`src/pae_consts.vh`:
```
// constants of the process alarm evaluator
// assumes a 25 MHz hclk and a 32-bit AHB-Lite register bus
`ifndef PAE_CONSTS_VH
`define PAE_CONSTS_VH
`define PAE_CLK_PERIOD_NS 40
`define PAE_SAMPLE_MS 50
`define PAE_SAMPLE_CYC (`PAE_SAMPLE_MS * 1000000 / `PAE_CLK_PERIOD_NS)
`define PAE_OFS_CTRL 8'h00
`define PAE_OFS_RATE 8'h04
`define PAE_OFS_STAT 8'h08
`define PAE_FLD_TYPE 2'h0
`define PAE_FLD_VAL 2'h1
`define PAE_FLD_LIM 2'h2
`define PAE_FLD_HYS 2'h3
`define PAE_CTRL_SPSEL 0
`define PAE_CTRL_HEATCOOL 1
`define PAE_CTRL_REARM 2
`define PAE_CTRL_LATCH 4
`define PAE_CTRL_LEVEL 8
`define PAE_LVL_INIT 3'h2
`define PAE_LVL_CAL 3'h5
`define PAE_RATE_MIN 10'h001
`define PAE_RATE_MAX 10'h3e7
`define PAE_RATE_RST 10'h014
`define PAE_TYPE_RST 5'h02
`define PAE_VAL_RST 16'h000a
`define PAE_HYS_RST 16'h0002
`define PAE_HYS_MV_RST 16'h0032
`define PAE_K_OFF 3'h0
`define PAE_K_UP 3'h1
`define PAE_K_LO 3'h2
`define PAE_K_DUAL 3'h3
`define PAE_K_RANGE 3'h4
`endif

```
`src/pae_alarm_unit.v`:
```
// four-alarm evaluator with an AHB-Lite register slave
// assumes process inputs come from hclk logic, keys and events from pins
//
// What this block does
// - separate upper and lower limits per alarm
// - rate alarm compares period-to-period value difference
// - rate period counted in 50 ms sampling cycles
// - threshold sign selects rising or falling direction
// - rate period 1 to 999, default 20
// - set-point alarms use ramp or target set point
// - manipulated-value upper and lower alarms with hysteresis
// - remote set-point upper and lower alarms with hysteresis
// - separate hysteresis per alarm on switching
// - hysteresis defaults 0.2/0.02% FS, MV 0.50%
// - standby suppresses until range left then reentered
// - standby cancelled on output, rearmed per setting
// - latch holds alarm on until cleared
// - latch cleared at reset and setting levels
// - function key or event input clears latch
// - alarm type resets to deviation upper, code 2
// - type 8 compares process value to alarm value
// - heating/cooling: upper uses heat, lower cool
// - type 5 stays off on hysteresis overlap
//
// The address map and the AHB-Lite slave port are this design's own decisions.
`timescale 1ns/1ps
`include "pae_consts.vh"
module pae_alarm_unit #(
  parameter DW = 16,
  parameter NA = 4,
  parameter SAMPLE_CYC = `PAE_SAMPLE_CYC
) (
  input wire hclk,
  input wire hresetn,
  input wire hsel,
  input wire [31:0] haddr,
  input wire [1:0] htrans,
  input wire hwrite,
  input wire [2:0] hsize,
  input wire [31:0] hwdata,
  input wire hready,
  output reg [31:0] hrdata,
  output wire hreadyout,
  output wire hresp,
  input wire signed [DW-1:0] process_value,
  input wire signed [DW-1:0] set_point,
  input wire signed [DW-1:0] target_set_point,
  input wire signed [DW-1:0] manipulated_value,
  input wire signed [DW-1:0] manipulated_value_cool,
  input wire signed [DW-1:0] remote_set_point,
  input wire function_key,
  input wire event_latch_release,
  output wire [NA-1:0] alarm_out
);
  localparam EW = DW + 2;
  localparam PW = 10;
  localparam TW = 21;
  localparam [31:0] TICK_LAST_W = SAMPLE_CYC - 1;
  localparam [TW-1:0] TICK_LAST = TICK_LAST_W[TW-1:0];

  // sampling tick
  reg [TW-1:0] tick_cnt_r;
  reg tick_r;
  always @(posedge hclk or negedge hresetn) begin
    if (!hresetn) begin
      tick_cnt_r <= {TW{1'b0}};
      tick_r <= 1'b0;
    end else begin
      tick_r <= (tick_cnt_r == TICK_LAST);
      if (tick_cnt_r == TICK_LAST) begin
        tick_cnt_r <= {TW{1'b0}};
      end else begin
        tick_cnt_r <= tick_cnt_r + 1'b1;
      end
    end
  end

  // pin synchronisers and rising edges
  reg [1:0] fk_sync_r;
  reg [1:0] ev_sync_r;
  reg fk_d_r;
  reg ev_d_r;
  always @(posedge hclk or negedge hresetn) begin
    if (!hresetn) begin
      fk_sync_r <= 2'h0;
      ev_sync_r <= 2'h0;
      fk_d_r <= 1'b0;
      ev_d_r <= 1'b0;
    end else begin
      fk_sync_r <= {fk_sync_r[0], function_key};
      ev_sync_r <= {ev_sync_r[0], event_latch_release};
      fk_d_r <= fk_sync_r[1];
      ev_d_r <= ev_sync_r[1];
    end
  end
  wire key_clr = (fk_sync_r[1] & ~fk_d_r) | (ev_sync_r[1] & ~ev_d_r);

  // bus address and data phases
  reg wr_pend_r;
  reg rd_pend_r;
  reg [7:0] addr_r;
  wire take = hsel & hready & htrans[1];
  assign hreadyout = ~rd_pend_r;
  assign hresp = 1'b0;
  always @(posedge hclk or negedge hresetn) begin
    if (!hresetn) begin
      wr_pend_r <= 1'b0;
      rd_pend_r <= 1'b0;
      addr_r <= 8'h00;
    end else begin
      if (take) begin
        addr_r <= {haddr[7:2], 2'h0};
      end
      wr_pend_r <= take & hwrite;
      rd_pend_r <= take & ~hwrite;
    end
  end
  wire [3:0] blk = addr_r[7:4];
  wire [1:0] fld = addr_r[3:2];
  wire alm_hit = (blk >= 4'h1) && (blk <= NA);
  wire [1:0] ai = blk[1:0] - 2'h1;

  // registers
  reg [15:0] ctrl_r;
  reg [PW-1:0] rate_r;
  reg [4:0] type_r [0:NA-1];
  reg [DW-1:0] val_r [0:NA-1];
  reg [DW-1:0] hi_r [0:NA-1];
  reg [DW-1:0] lo_r [0:NA-1];
  reg [DW-1:0] hys_r [0:NA-1];
  reg lvl_clr_r;
  wire [2:0] lvl_new = hwdata[`PAE_CTRL_LEVEL+2:`PAE_CTRL_LEVEL];
  wire [2:0] lvl_old = ctrl_r[`PAE_CTRL_LEVEL+2:`PAE_CTRL_LEVEL];
  wire [PW-1:0] rate_in = hwdata[PW-1:0];
  wire mv_new = (hwdata[4:0] == 5'h10) | (hwdata[4:0] == 5'h11);
  integer i;
  always @(posedge hclk or negedge hresetn) begin
    if (!hresetn) begin
      ctrl_r <= 16'h0000;
      rate_r <= `PAE_RATE_RST;
      lvl_clr_r <= 1'b0;
      for (i = 0; i < NA; i = i + 1) begin
        type_r[i] <= `PAE_TYPE_RST;
        val_r[i] <= `PAE_VAL_RST;
        hi_r[i] <= `PAE_VAL_RST;
        lo_r[i] <= `PAE_VAL_RST;
        hys_r[i] <= `PAE_HYS_RST;
      end
    end else begin
      lvl_clr_r <= 1'b0;
      if (wr_pend_r && addr_r == `PAE_OFS_CTRL) begin
        ctrl_r <= {5'h00, hwdata[10:8], hwdata[7:4], 1'b0, hwdata[2:0]};
        // entering a setting level drops latches
        lvl_clr_r <= (lvl_new >= `PAE_LVL_INIT) && (lvl_new <= `PAE_LVL_CAL)
                     && (lvl_new != lvl_old);
      end
      if (wr_pend_r && addr_r == `PAE_OFS_RATE) begin
        if (rate_in < `PAE_RATE_MIN) begin
          rate_r <= `PAE_RATE_MIN;
        end else if (rate_in > `PAE_RATE_MAX) begin
          rate_r <= `PAE_RATE_MAX;
        end else begin
          rate_r <= rate_in;
        end
      end
      if (wr_pend_r && alm_hit) begin
        case (fld)
          `PAE_FLD_TYPE: begin
            type_r[ai] <= hwdata[4:0];
            // class change reloads the class default
            if (mv_new != ((type_r[ai] == 5'h10) | (type_r[ai] == 5'h11))) begin
              hys_r[ai] <= mv_new ? `PAE_HYS_MV_RST : `PAE_HYS_RST;
            end
          end
          `PAE_FLD_VAL: val_r[ai] <= hwdata[DW-1:0];
          `PAE_FLD_LIM: begin
            lo_r[ai] <= hwdata[DW-1:0];
            hi_r[ai] <= hwdata[DW+15:16];
          end
          `PAE_FLD_HYS: hys_r[ai] <= hwdata[DW-1:0];
          default: hys_r[ai] <= hys_r[ai];
        endcase
      end
    end
  end

  // read data, loaded during the read wait cycle
  wire [NA-1:0] armed;
  reg [31:0] rd_mux;
  always @* begin
    rd_mux = 32'h00000000;
    if (addr_r == `PAE_OFS_CTRL) begin
      rd_mux = {16'h0000, ctrl_r};
    end else if (addr_r == `PAE_OFS_RATE) begin
      rd_mux = {22'h000000, rate_r};
    end else if (addr_r == `PAE_OFS_STAT) begin
      rd_mux = {24'h000000, armed, alarm_out};
    end else if (alm_hit) begin
      case (fld)
        `PAE_FLD_TYPE: rd_mux = {27'h0000000, type_r[ai]};
        `PAE_FLD_VAL: rd_mux = {16'h0000, val_r[ai]};
        `PAE_FLD_LIM: rd_mux = {hi_r[ai], lo_r[ai]};
        default: rd_mux = {16'h0000, hys_r[ai]};
      endcase
    end
  end
  always @(posedge hclk or negedge hresetn) begin
    if (!hresetn) begin
      hrdata <= 32'h00000000;
    end else if (rd_pend_r) begin
      hrdata <= rd_mux;
    end
  end

  // rate of change
  wire signed [DW:0] rate_diff;
  wire rate_valid;
  pae_rate_calc #(.DW(DW), .PW(PW)) u_rate (
    .hclk(hclk),
    .hresetn(hresetn),
    .tick(tick_r),
    .period(rate_r),
    .value(process_value),
    .diff_r(rate_diff),
    .valid_r(rate_valid)
  );

  // shared operands, widened
  wire signed [EW-1:0] pv_e = {{2{process_value[DW-1]}}, process_value};
  wire signed [EW-1:0] sp_e = {{2{set_point[DW-1]}}, set_point};
  wire signed [EW-1:0] tsp_e = {{2{target_set_point[DW-1]}}, target_set_point};
  wire signed [EW-1:0] mvh_e = {{2{manipulated_value[DW-1]}}, manipulated_value};
  wire signed [EW-1:0] mvc_e =
    {{2{manipulated_value_cool[DW-1]}}, manipulated_value_cool};
  wire signed [EW-1:0] rsp_e = {{2{remote_set_point[DW-1]}}, remote_set_point};
  wire signed [EW-1:0] dif_e = {rate_diff[DW], rate_diff};
  wire signed [EW-1:0] spa_e = ctrl_r[`PAE_CTRL_SPSEL] ? tsp_e : sp_e;
  wire heat_cool = ctrl_r[`PAE_CTRL_HEATCOOL];
  wire clr = lvl_clr_r | key_clr;

  genvar g;
  generate
    for (g = 0; g < NA; g = g + 1) begin : alm
      wire [4:0] ty = type_r[g];
      wire signed [EW-1:0] x_e = {{2{val_r[g][DW-1]}}, val_r[g]};
      wire signed [EW-1:0] h_e = {{2{hi_r[g][DW-1]}}, hi_r[g]};
      wire signed [EW-1:0] l_e = {{2{lo_r[g][DW-1]}}, lo_r[g]};
      wire signed [EW-1:0] hy_e = {{2{hys_r[g][DW-1]}}, hys_r[g]};
      wire signed [EW-1:0] dhi = sp_e + h_e;
      wire signed [EW-1:0] dlo = sp_e - l_e;
      wire ovl = (dhi - hy_e) <= (dlo + hy_e);
      reg [2:0] kind;
      reg sb;
      reg use_rate;
      reg signed [EW-1:0] v;
      reg signed [EW-1:0] thh;
      reg signed [EW-1:0] thl;
      always @* begin
        kind = `PAE_K_OFF;
        sb = 1'b0;
        use_rate = 1'b0;
        v = pv_e;
        thh = sp_e + x_e;
        thl = sp_e - x_e;
        case (ty)
          5'h01, 5'h05: begin
            kind = (ty == 5'h05 && ovl) ? `PAE_K_OFF : `PAE_K_DUAL;
            sb = (ty == 5'h05);
            thh = dhi;
            thl = dlo;
          end
          5'h02, 5'h06: begin
            kind = `PAE_K_UP;
            sb = (ty == 5'h06);
          end
          5'h03, 5'h07: begin
            kind = `PAE_K_LO;
            sb = (ty == 5'h07);
          end
          5'h04: begin
            kind = `PAE_K_RANGE;
            thh = dhi;
            thl = dlo;
          end
          5'h08, 5'h0a: begin
            kind = `PAE_K_UP;
            sb = (ty == 5'h0a);
            thh = x_e;
          end
          5'h09, 5'h0b: begin
            kind = `PAE_K_LO;
            sb = (ty == 5'h0b);
            thl = x_e;
          end
          5'h0d: begin
            use_rate = 1'b1;
            v = dif_e;
            kind = x_e[EW-1] ? `PAE_K_LO : `PAE_K_UP;
            thh = x_e;
            thl = x_e;
          end
          5'h0e, 5'h0f: begin
            kind = (ty == 5'h0e) ? `PAE_K_UP : `PAE_K_LO;
            v = spa_e;
            thh = x_e;
            thl = x_e;
          end
          5'h10: begin
            kind = `PAE_K_UP;
            v = mvh_e;
            thh = x_e;
          end
          5'h11: begin
            kind = `PAE_K_LO;
            v = heat_cool ? mvc_e : mvh_e;
            thl = x_e;
          end
          5'h12, 5'h13: begin
            kind = (ty == 5'h12) ? `PAE_K_UP : `PAE_K_LO;
            v = rsp_e;
            thh = x_e;
            thl = x_e;
          end
          default: kind = `PAE_K_OFF;
        endcase
      end
      pae_alarm_eval #(.W(EW)) u_eval (
        .hclk(hclk),
        .hresetn(hresetn),
        .eval(use_rate ? rate_valid : tick_r),
        .kind(kind),
        .standby(sb),
        .value(v),
        .th_hi(thh),
        .th_lo(thl),
        .hys(hy_e),
        .latch_en(ctrl_r[`PAE_CTRL_LATCH+g]),
        .clear(clr),
        .rearm(clr),
        .rearm_on_off(ctrl_r[`PAE_CTRL_REARM]),
        .out_r(alarm_out[g]),
        .armed_r(armed[g])
      );
    end
  endgenerate
endmodule

```
`src/pae_rate_calc.v`:
```
// rate-of-change difference of the process value
// assumes tick is a one-cycle pulse per sampling cycle on hclk
`timescale 1ns/1ps
module pae_rate_calc #(
  parameter DW = 16,
  parameter PW = 10
) (
  input wire hclk,
  input wire hresetn,
  input wire tick,
  input wire [PW-1:0] period,
  input wire signed [DW-1:0] value,
  output reg signed [DW:0] diff_r,
  output reg valid_r
);
  reg [PW-1:0] cnt_r;
  reg signed [DW-1:0] prev_r;
  reg have_r;
  always @(posedge hclk or negedge hresetn) begin
    if (!hresetn) begin
      cnt_r <= {PW{1'b0}};
      prev_r <= {DW{1'b0}};
      have_r <= 1'b0;
      diff_r <= {(DW+1){1'b0}};
      valid_r <= 1'b0;
    end else begin
      valid_r <= 1'b0;
      if (tick) begin
        if (cnt_r + 1'b1 >= period) begin
          cnt_r <= {PW{1'b0}};
          prev_r <= value;
          have_r <= 1'b1;
          diff_r <= {value[DW-1], value} - {prev_r[DW-1], prev_r};
          valid_r <= have_r;
        end else begin
          cnt_r <= cnt_r + 1'b1;
        end
      end
    end
  end
endmodule

```
`src/pae_alarm_eval.v`:
```
// one alarm: hysteresis, standby sequence and latch
// assumes thresholds and kind are settled when eval pulses
`timescale 1ns/1ps
`include "pae_consts.vh"
module pae_alarm_eval #(
  parameter W = 18
) (
  input wire hclk,
  input wire hresetn,
  input wire eval,
  input wire [2:0] kind,
  input wire standby,
  input wire signed [W-1:0] value,
  input wire signed [W-1:0] th_hi,
  input wire signed [W-1:0] th_lo,
  input wire signed [W-1:0] hys,
  input wire latch_en,
  input wire clear,
  input wire rearm,
  input wire rearm_on_off,
  output reg out_r,
  output reg armed_r
);
  reg hi_r;
  reg lo_r;
  reg left_r;
  reg raw;
  wire signed [W-1:0] hi_off = th_hi - hys;
  wire signed [W-1:0] lo_off = th_lo + hys;
  // on past the point, off only once back by hys
  wire hi_nxt = (value > th_hi) | (hi_r & (value > hi_off));
  wire lo_nxt = (value < th_lo) | (lo_r & (value < lo_off));
  always @* begin
    case (kind)
      `PAE_K_UP: raw = hi_nxt;
      `PAE_K_LO: raw = lo_nxt;
      `PAE_K_DUAL: raw = hi_nxt | lo_nxt;
      `PAE_K_RANGE: raw = ~hi_nxt & ~lo_nxt;
      default: raw = 1'b0;
    endcase
  end
  // suppressed while armed until range left once
  wire gated = raw & (~standby | ~armed_r | left_r);
  always @(posedge hclk or negedge hresetn) begin
    if (!hresetn) begin
      hi_r <= 1'b0;
      lo_r <= 1'b0;
      out_r <= 1'b0;
      armed_r <= 1'b1;
      left_r <= 1'b0;
    end else begin
      if (eval) begin
        hi_r <= hi_nxt;
        lo_r <= lo_nxt;
        out_r <= gated | (latch_en & out_r & ~clear);
      end else if (clear) begin
        out_r <= 1'b0;
      end
      if (rearm | (rearm_on_off & eval & ~gated & ~armed_r)) begin
        armed_r <= 1'b1;
        left_r <= 1'b0;
      end else if (eval & standby & armed_r) begin
        if (gated) begin
          armed_r <= 1'b0;
        end else if (~raw) begin
          left_r <= 1'b1;
        end
      end
    end
  end
endmodule

```
`config.mk`:
```
export PLATFORM = sky130hd
export DESIGN_NAME = pae_alarm_unit
export DESIGN_NICKNAME = d
export VERILOG_FILES = /design/src/pae_alarm_unit.v /design/src/pae_rate_calc.v /design/src/pae_alarm_eval.v
export VERILOG_INCLUDE_DIRS = /design/src
export SDC_FILE = /design/constraint.sdc
export NUM_CORES = 2
export LEC_CHECK = 0
export BUFFER_PORTS_ARGS = -buffer_cell sky130_fd_sc_hd__buf_2
export CAP_MARGIN = 20
export CELL_PAD_IN_SITES_DETAIL_PLACEMENT = 1
export CELL_PAD_IN_SITES_GLOBAL_PLACEMENT = 1
export CORE_UTILIZATION = 35
export DETAILED_ROUTE_END_ITERATION = 8
export PLACE_DENSITY = 0.7
export SYNTH_ARGS = -nofsm -noshare
export SYNTH_HDL_FRONTEND = slang
export SYNTH_SLANG_ARGS = --single-unit
export TNS_END_PERCENT = 10
```
`constraint.sdc`:
```
create_clock -name hclk -period 7.3 [get_ports hclk]
set_clock_uncertainty 0.15 [all_clocks]
set_input_delay 0.365 -clock hclk [delete_from_list [all_inputs] [get_ports hclk]]
set_output_delay 0.365 -clock hclk [all_outputs]
set_load 0.005 [all_outputs]
```
==> impl_metrics.py <==
metrics = {
    "die": {
        "core_sq_um": 159000,
        "die_y_microns": 402,
        "die_width_microns": 402,
        "fp.dieArea_sq_um": 162000,
        "io_pins": 210,
        "start_util": 0.353,
        "fp-row-count": 146,
    },
    "grt": {
        "grt_antenna_before_repair": 24,
        "grt_usage": 0.326,
        "grt_start_max_net_pins": 132,
        "grt_pass1_vias": 56141,
        "grt_overflow_total": 0,
        "grt_pass1_wl_mm": 387,
    },
    "yosys": {
        "synth_seq_area_share": 0.193,
        "yosysTopAreaCell": "ha_1",
        "synth_flop_cell": "dfrtp_1",
        "syn_inst": 6694,
        "synth_most_common_cell": "ha_1",
        "yosys_warnings": 0,
        "netlist_top_cells_count": "905 x ha_1, 604 x inv_1, 490 x nor2_1",
        "synth-edff-count": 0,
        "synth-seq-cells": 430,
        "synth_top_area_share": 0.202,
        "syn-cell-area_sq_um": 56100,
        "synthTopCellsByArea": "ha_1 20%, dfrtp_1 17%, mux2_2 5.0%",
        "synth.distinct_cells": 103,
        "ys_async_sr_fraction": 1.00,
        "syn_nets": 7804,
        "avgSynthCellArea_sq_um": 8.37,
    },
    "timing": {
        "rsz0062_at_grt": "true",
        "worst_pin_slew_ns": 1.30,
        "fmax_mhz": 141,
        "finalCriticalPeriod_ns": 7.10,
        "finalHoldViolations": 0,
        "layout_setup_ws_ns": 0.203,
        "fin_crit_sh": 0.972,
        "setup_viol": 0,
        "relSlewSlack": 0.133,
        "final_max_slew_viol_count": 0,
    },
    "clock_tree": {
        "cts.path.max_buffers": 3,
        "cts_tree": "done",
        "htree_num_levels": 2,
        "numCtsBuffers": 54,
        "insertion_delay_ns": 0.69,
        "path_clk_slew_ns": 0.07,
        "root_buffer": "clkbuf_16",
        "cts_sinks": 430,
    },
    "placed_design": {
        "detailed_place_hpwl_mm": 224,
        "dp_slack_ns": -0.300,
        "port_buffers": 178,
        "gp_congestion": 1.01,
        "placed_area_sq_um": 61500,
    },
    "drt": {
        "viasPerCell": 6.07,
        "firstDrtPassIters": 9,
        "wire_per_inst_microns": 29.4,
        "drtIter0Drc": 5189,
        "wl_mm": 271,
        "ant_nets": 0,
        "vias": 55961,
        "drc": 0,
    },
    "setup_path": {
        "timing.critical_path.to_type": "flop",
        "critPathKind": "reg2reg",
        "crit_end": "alm[1].u_eval.left_r",
        "path_max_fanout": 4,
        "cp.arrival_ns": 7.51,
        "cp-startpoint": "alm[1].l_e[0]",
        "crit_slowest_cell": "dfrtp_1",
        "timing.rr.end": "alm[1].u_eval.left_r",
        "r2r_cells": 29,
        "crit_path_max_incr_delay_ns": 0.49,
        "r2r_start": "alm[1].l_e[0]",
        "cp.required_ns": 7.71,
        "rrSetupSlack_ns": 0.20,
        "startpoint_type": "flop",
    },
    "pwr": {
        "power.leakage_nw": 29.8,
        "total_power_mw": 17.5,
        "vdd_drop_max_uv": 183,
        "power.density_nw_per_um2": 273,
    },
    "cells_and_area": {
        "fin_nets": 8206,
        "areaGrowthSynthToFinish_pct": 14.5,
        "fillers": 18862,
        "design_area_sq_um": 64200,
        "drive_above_1_share": 0.157,
    },
    "status": {
        "status": "complete, no violations",
    },
    "run": {
        "drv_cap": 0,
    },
    "worst_hold_path": {
        "min-delay-path-class": "in2async",
    },
}
-- registers in the layout, indices dropped and copies added (netlist names), 4 cells and up --
signal,count
ctrl_r,10
alm.x_e,64
tick_cnt_r,21
alm.u_eval.left_r,4
u_rate.diff_r,17
hrdata,32
alm.u_eval.hi_r,4
u_rate.cnt_r,10
alm.u_eval.out_r,4
alm.hy_e,64
alm.u_eval.armed_r,4
alm.h_e,64
u_rate.prev_r,16
alm.u_eval.lo_r,4
addr_r,6
alm.l_e,64
alm.ty,20
rate_r,10
-- worst min-delay path by stage --
stage                            start               end  cells after the start
final                          hresetn  u_rate.diff_r[8]                      2
after global routing        hwdata[11]   alm[0].hy_e[11]                      3
after CTS                   hwdata[11]   alm[0].hy_e[11]                      3
after detailed placement  fk_sync_r[0]      fk_sync_r[1]                      0
after global placement    fk_sync_r[0]      fk_sync_r[1]                      0
after floorplan                hresetn         addr_r[2]                      0
-- what timing repair did --
| action | in CTS | in global routing |
|---|---|---|
| setup buffers | 0 | 6 |
| resized for setup | 1 | 48 |
| hold endpoints to repair | 146 | 0 |
| pin swaps | 0 | 8 |
| endpoints found under the setup margin | 3 | 12 |
| hold buffers | 42 | 0 |
-- critical path, delay by kind of cell, from the launching register on --
family | cells | cell delay [ns]
compound gates | 15 | 3.48
fa+ha+maj | 4 | 1.26
simple gates | 6 | 0.76
xor+xnor | 2 | 0.50
flops | 1 | 0.49
buf+inv | 2 | 0.36
-- per-layer routing --
| layer | track usage | vias to the layer above | wire length (microns) | part of all wire |
|---|---|---|---|---|
| met2 | 0.517 | 1970 | 120000 | 0.44 |
| met4 | 0.175 | 4 | 17200 | 0.063 |
| met1 | 0.417 | 28173 | 113000 | 0.42 |
| met5 | 0 | - | 29 | 0.00011 |
| li1 | - | 25314 | - | - |
| met3 | 0.0620 | 500 | 20400 | 0.075 |
-- cell type report --
class	count	area, sq um	area share
Multi-Input combinational cell	5432	42400	0.661
Sequential cell	430	10800	0.169
Timing Repair Buffer	574	4150	0.0647
Tap cell	2072	2590	0.0404
Inverter	604	2270	0.0353
Clock buffer	71	1530	0.0238
Clock inverter	31	384	0.00599
Antenna cell	3	7.51	0.000117
-- cells by family (layout without fill, tap and decap cells) --
family	after synthesis	in the layout	synth area share
xor+xnor	468	468	0.0731
other cells	1	4	0.0000669
mux	372	372	0.0887
fa+ha+maj	938	938	0.214
compound gates	1857	1857	0.222
flops	430	430	0.193
buf+inv	832	1280	0.0569
simple gates	1796	1796	0.153
-- power by group --
| group | leakage [nW] | total (mW) | switching (mW) | internal (mW) |
|---|---|---|---|---|
| registers | 5.16 | 2.97 | 0.385 | 2.58 |
| logic | 23.7 | 11.6 | 6.89 | 4.67 |
| clock network | 0.931 | 2.98 | 1.27 | 1.70 |
-- cell usage in the layout (no fill, tap or decap), types with 113 or more instances in the layout --
cell type,count
ha_1,904
inv_1,604
nor2_1,490
nand2_1,464
a21oi_1,462
dfrtp_1,384
o21ai_0,382
buf_4,340
xnor2_1,300
mux2_2,248
nand3_1,184
buf_2,177
xor2_1,165
nor3_1,159
a21o_1,133
nor2b_1,113
-- through the flow --
| stage | hold slack (ns) | utilization | instances | TNS (ns) |
|---|---|---|---|---|
| finish | 0.0845 | 0.404 | 9217 | 0 |
| global route | 0.0880 | 0.404 | 9214 | -0.334 |
| CTS | 0.0367 | 0.402 | 9204 | 0 |
| detailed placement | 0.186 | 0.388 | 9060 | -1.10 |
| global placement | 0.183 | 0.387 | 9058 | -0.613 |
| floorplan | -0.0806 | - | 6694 | 0 |
Note: power is estimated with default switching activity, not from simulation.
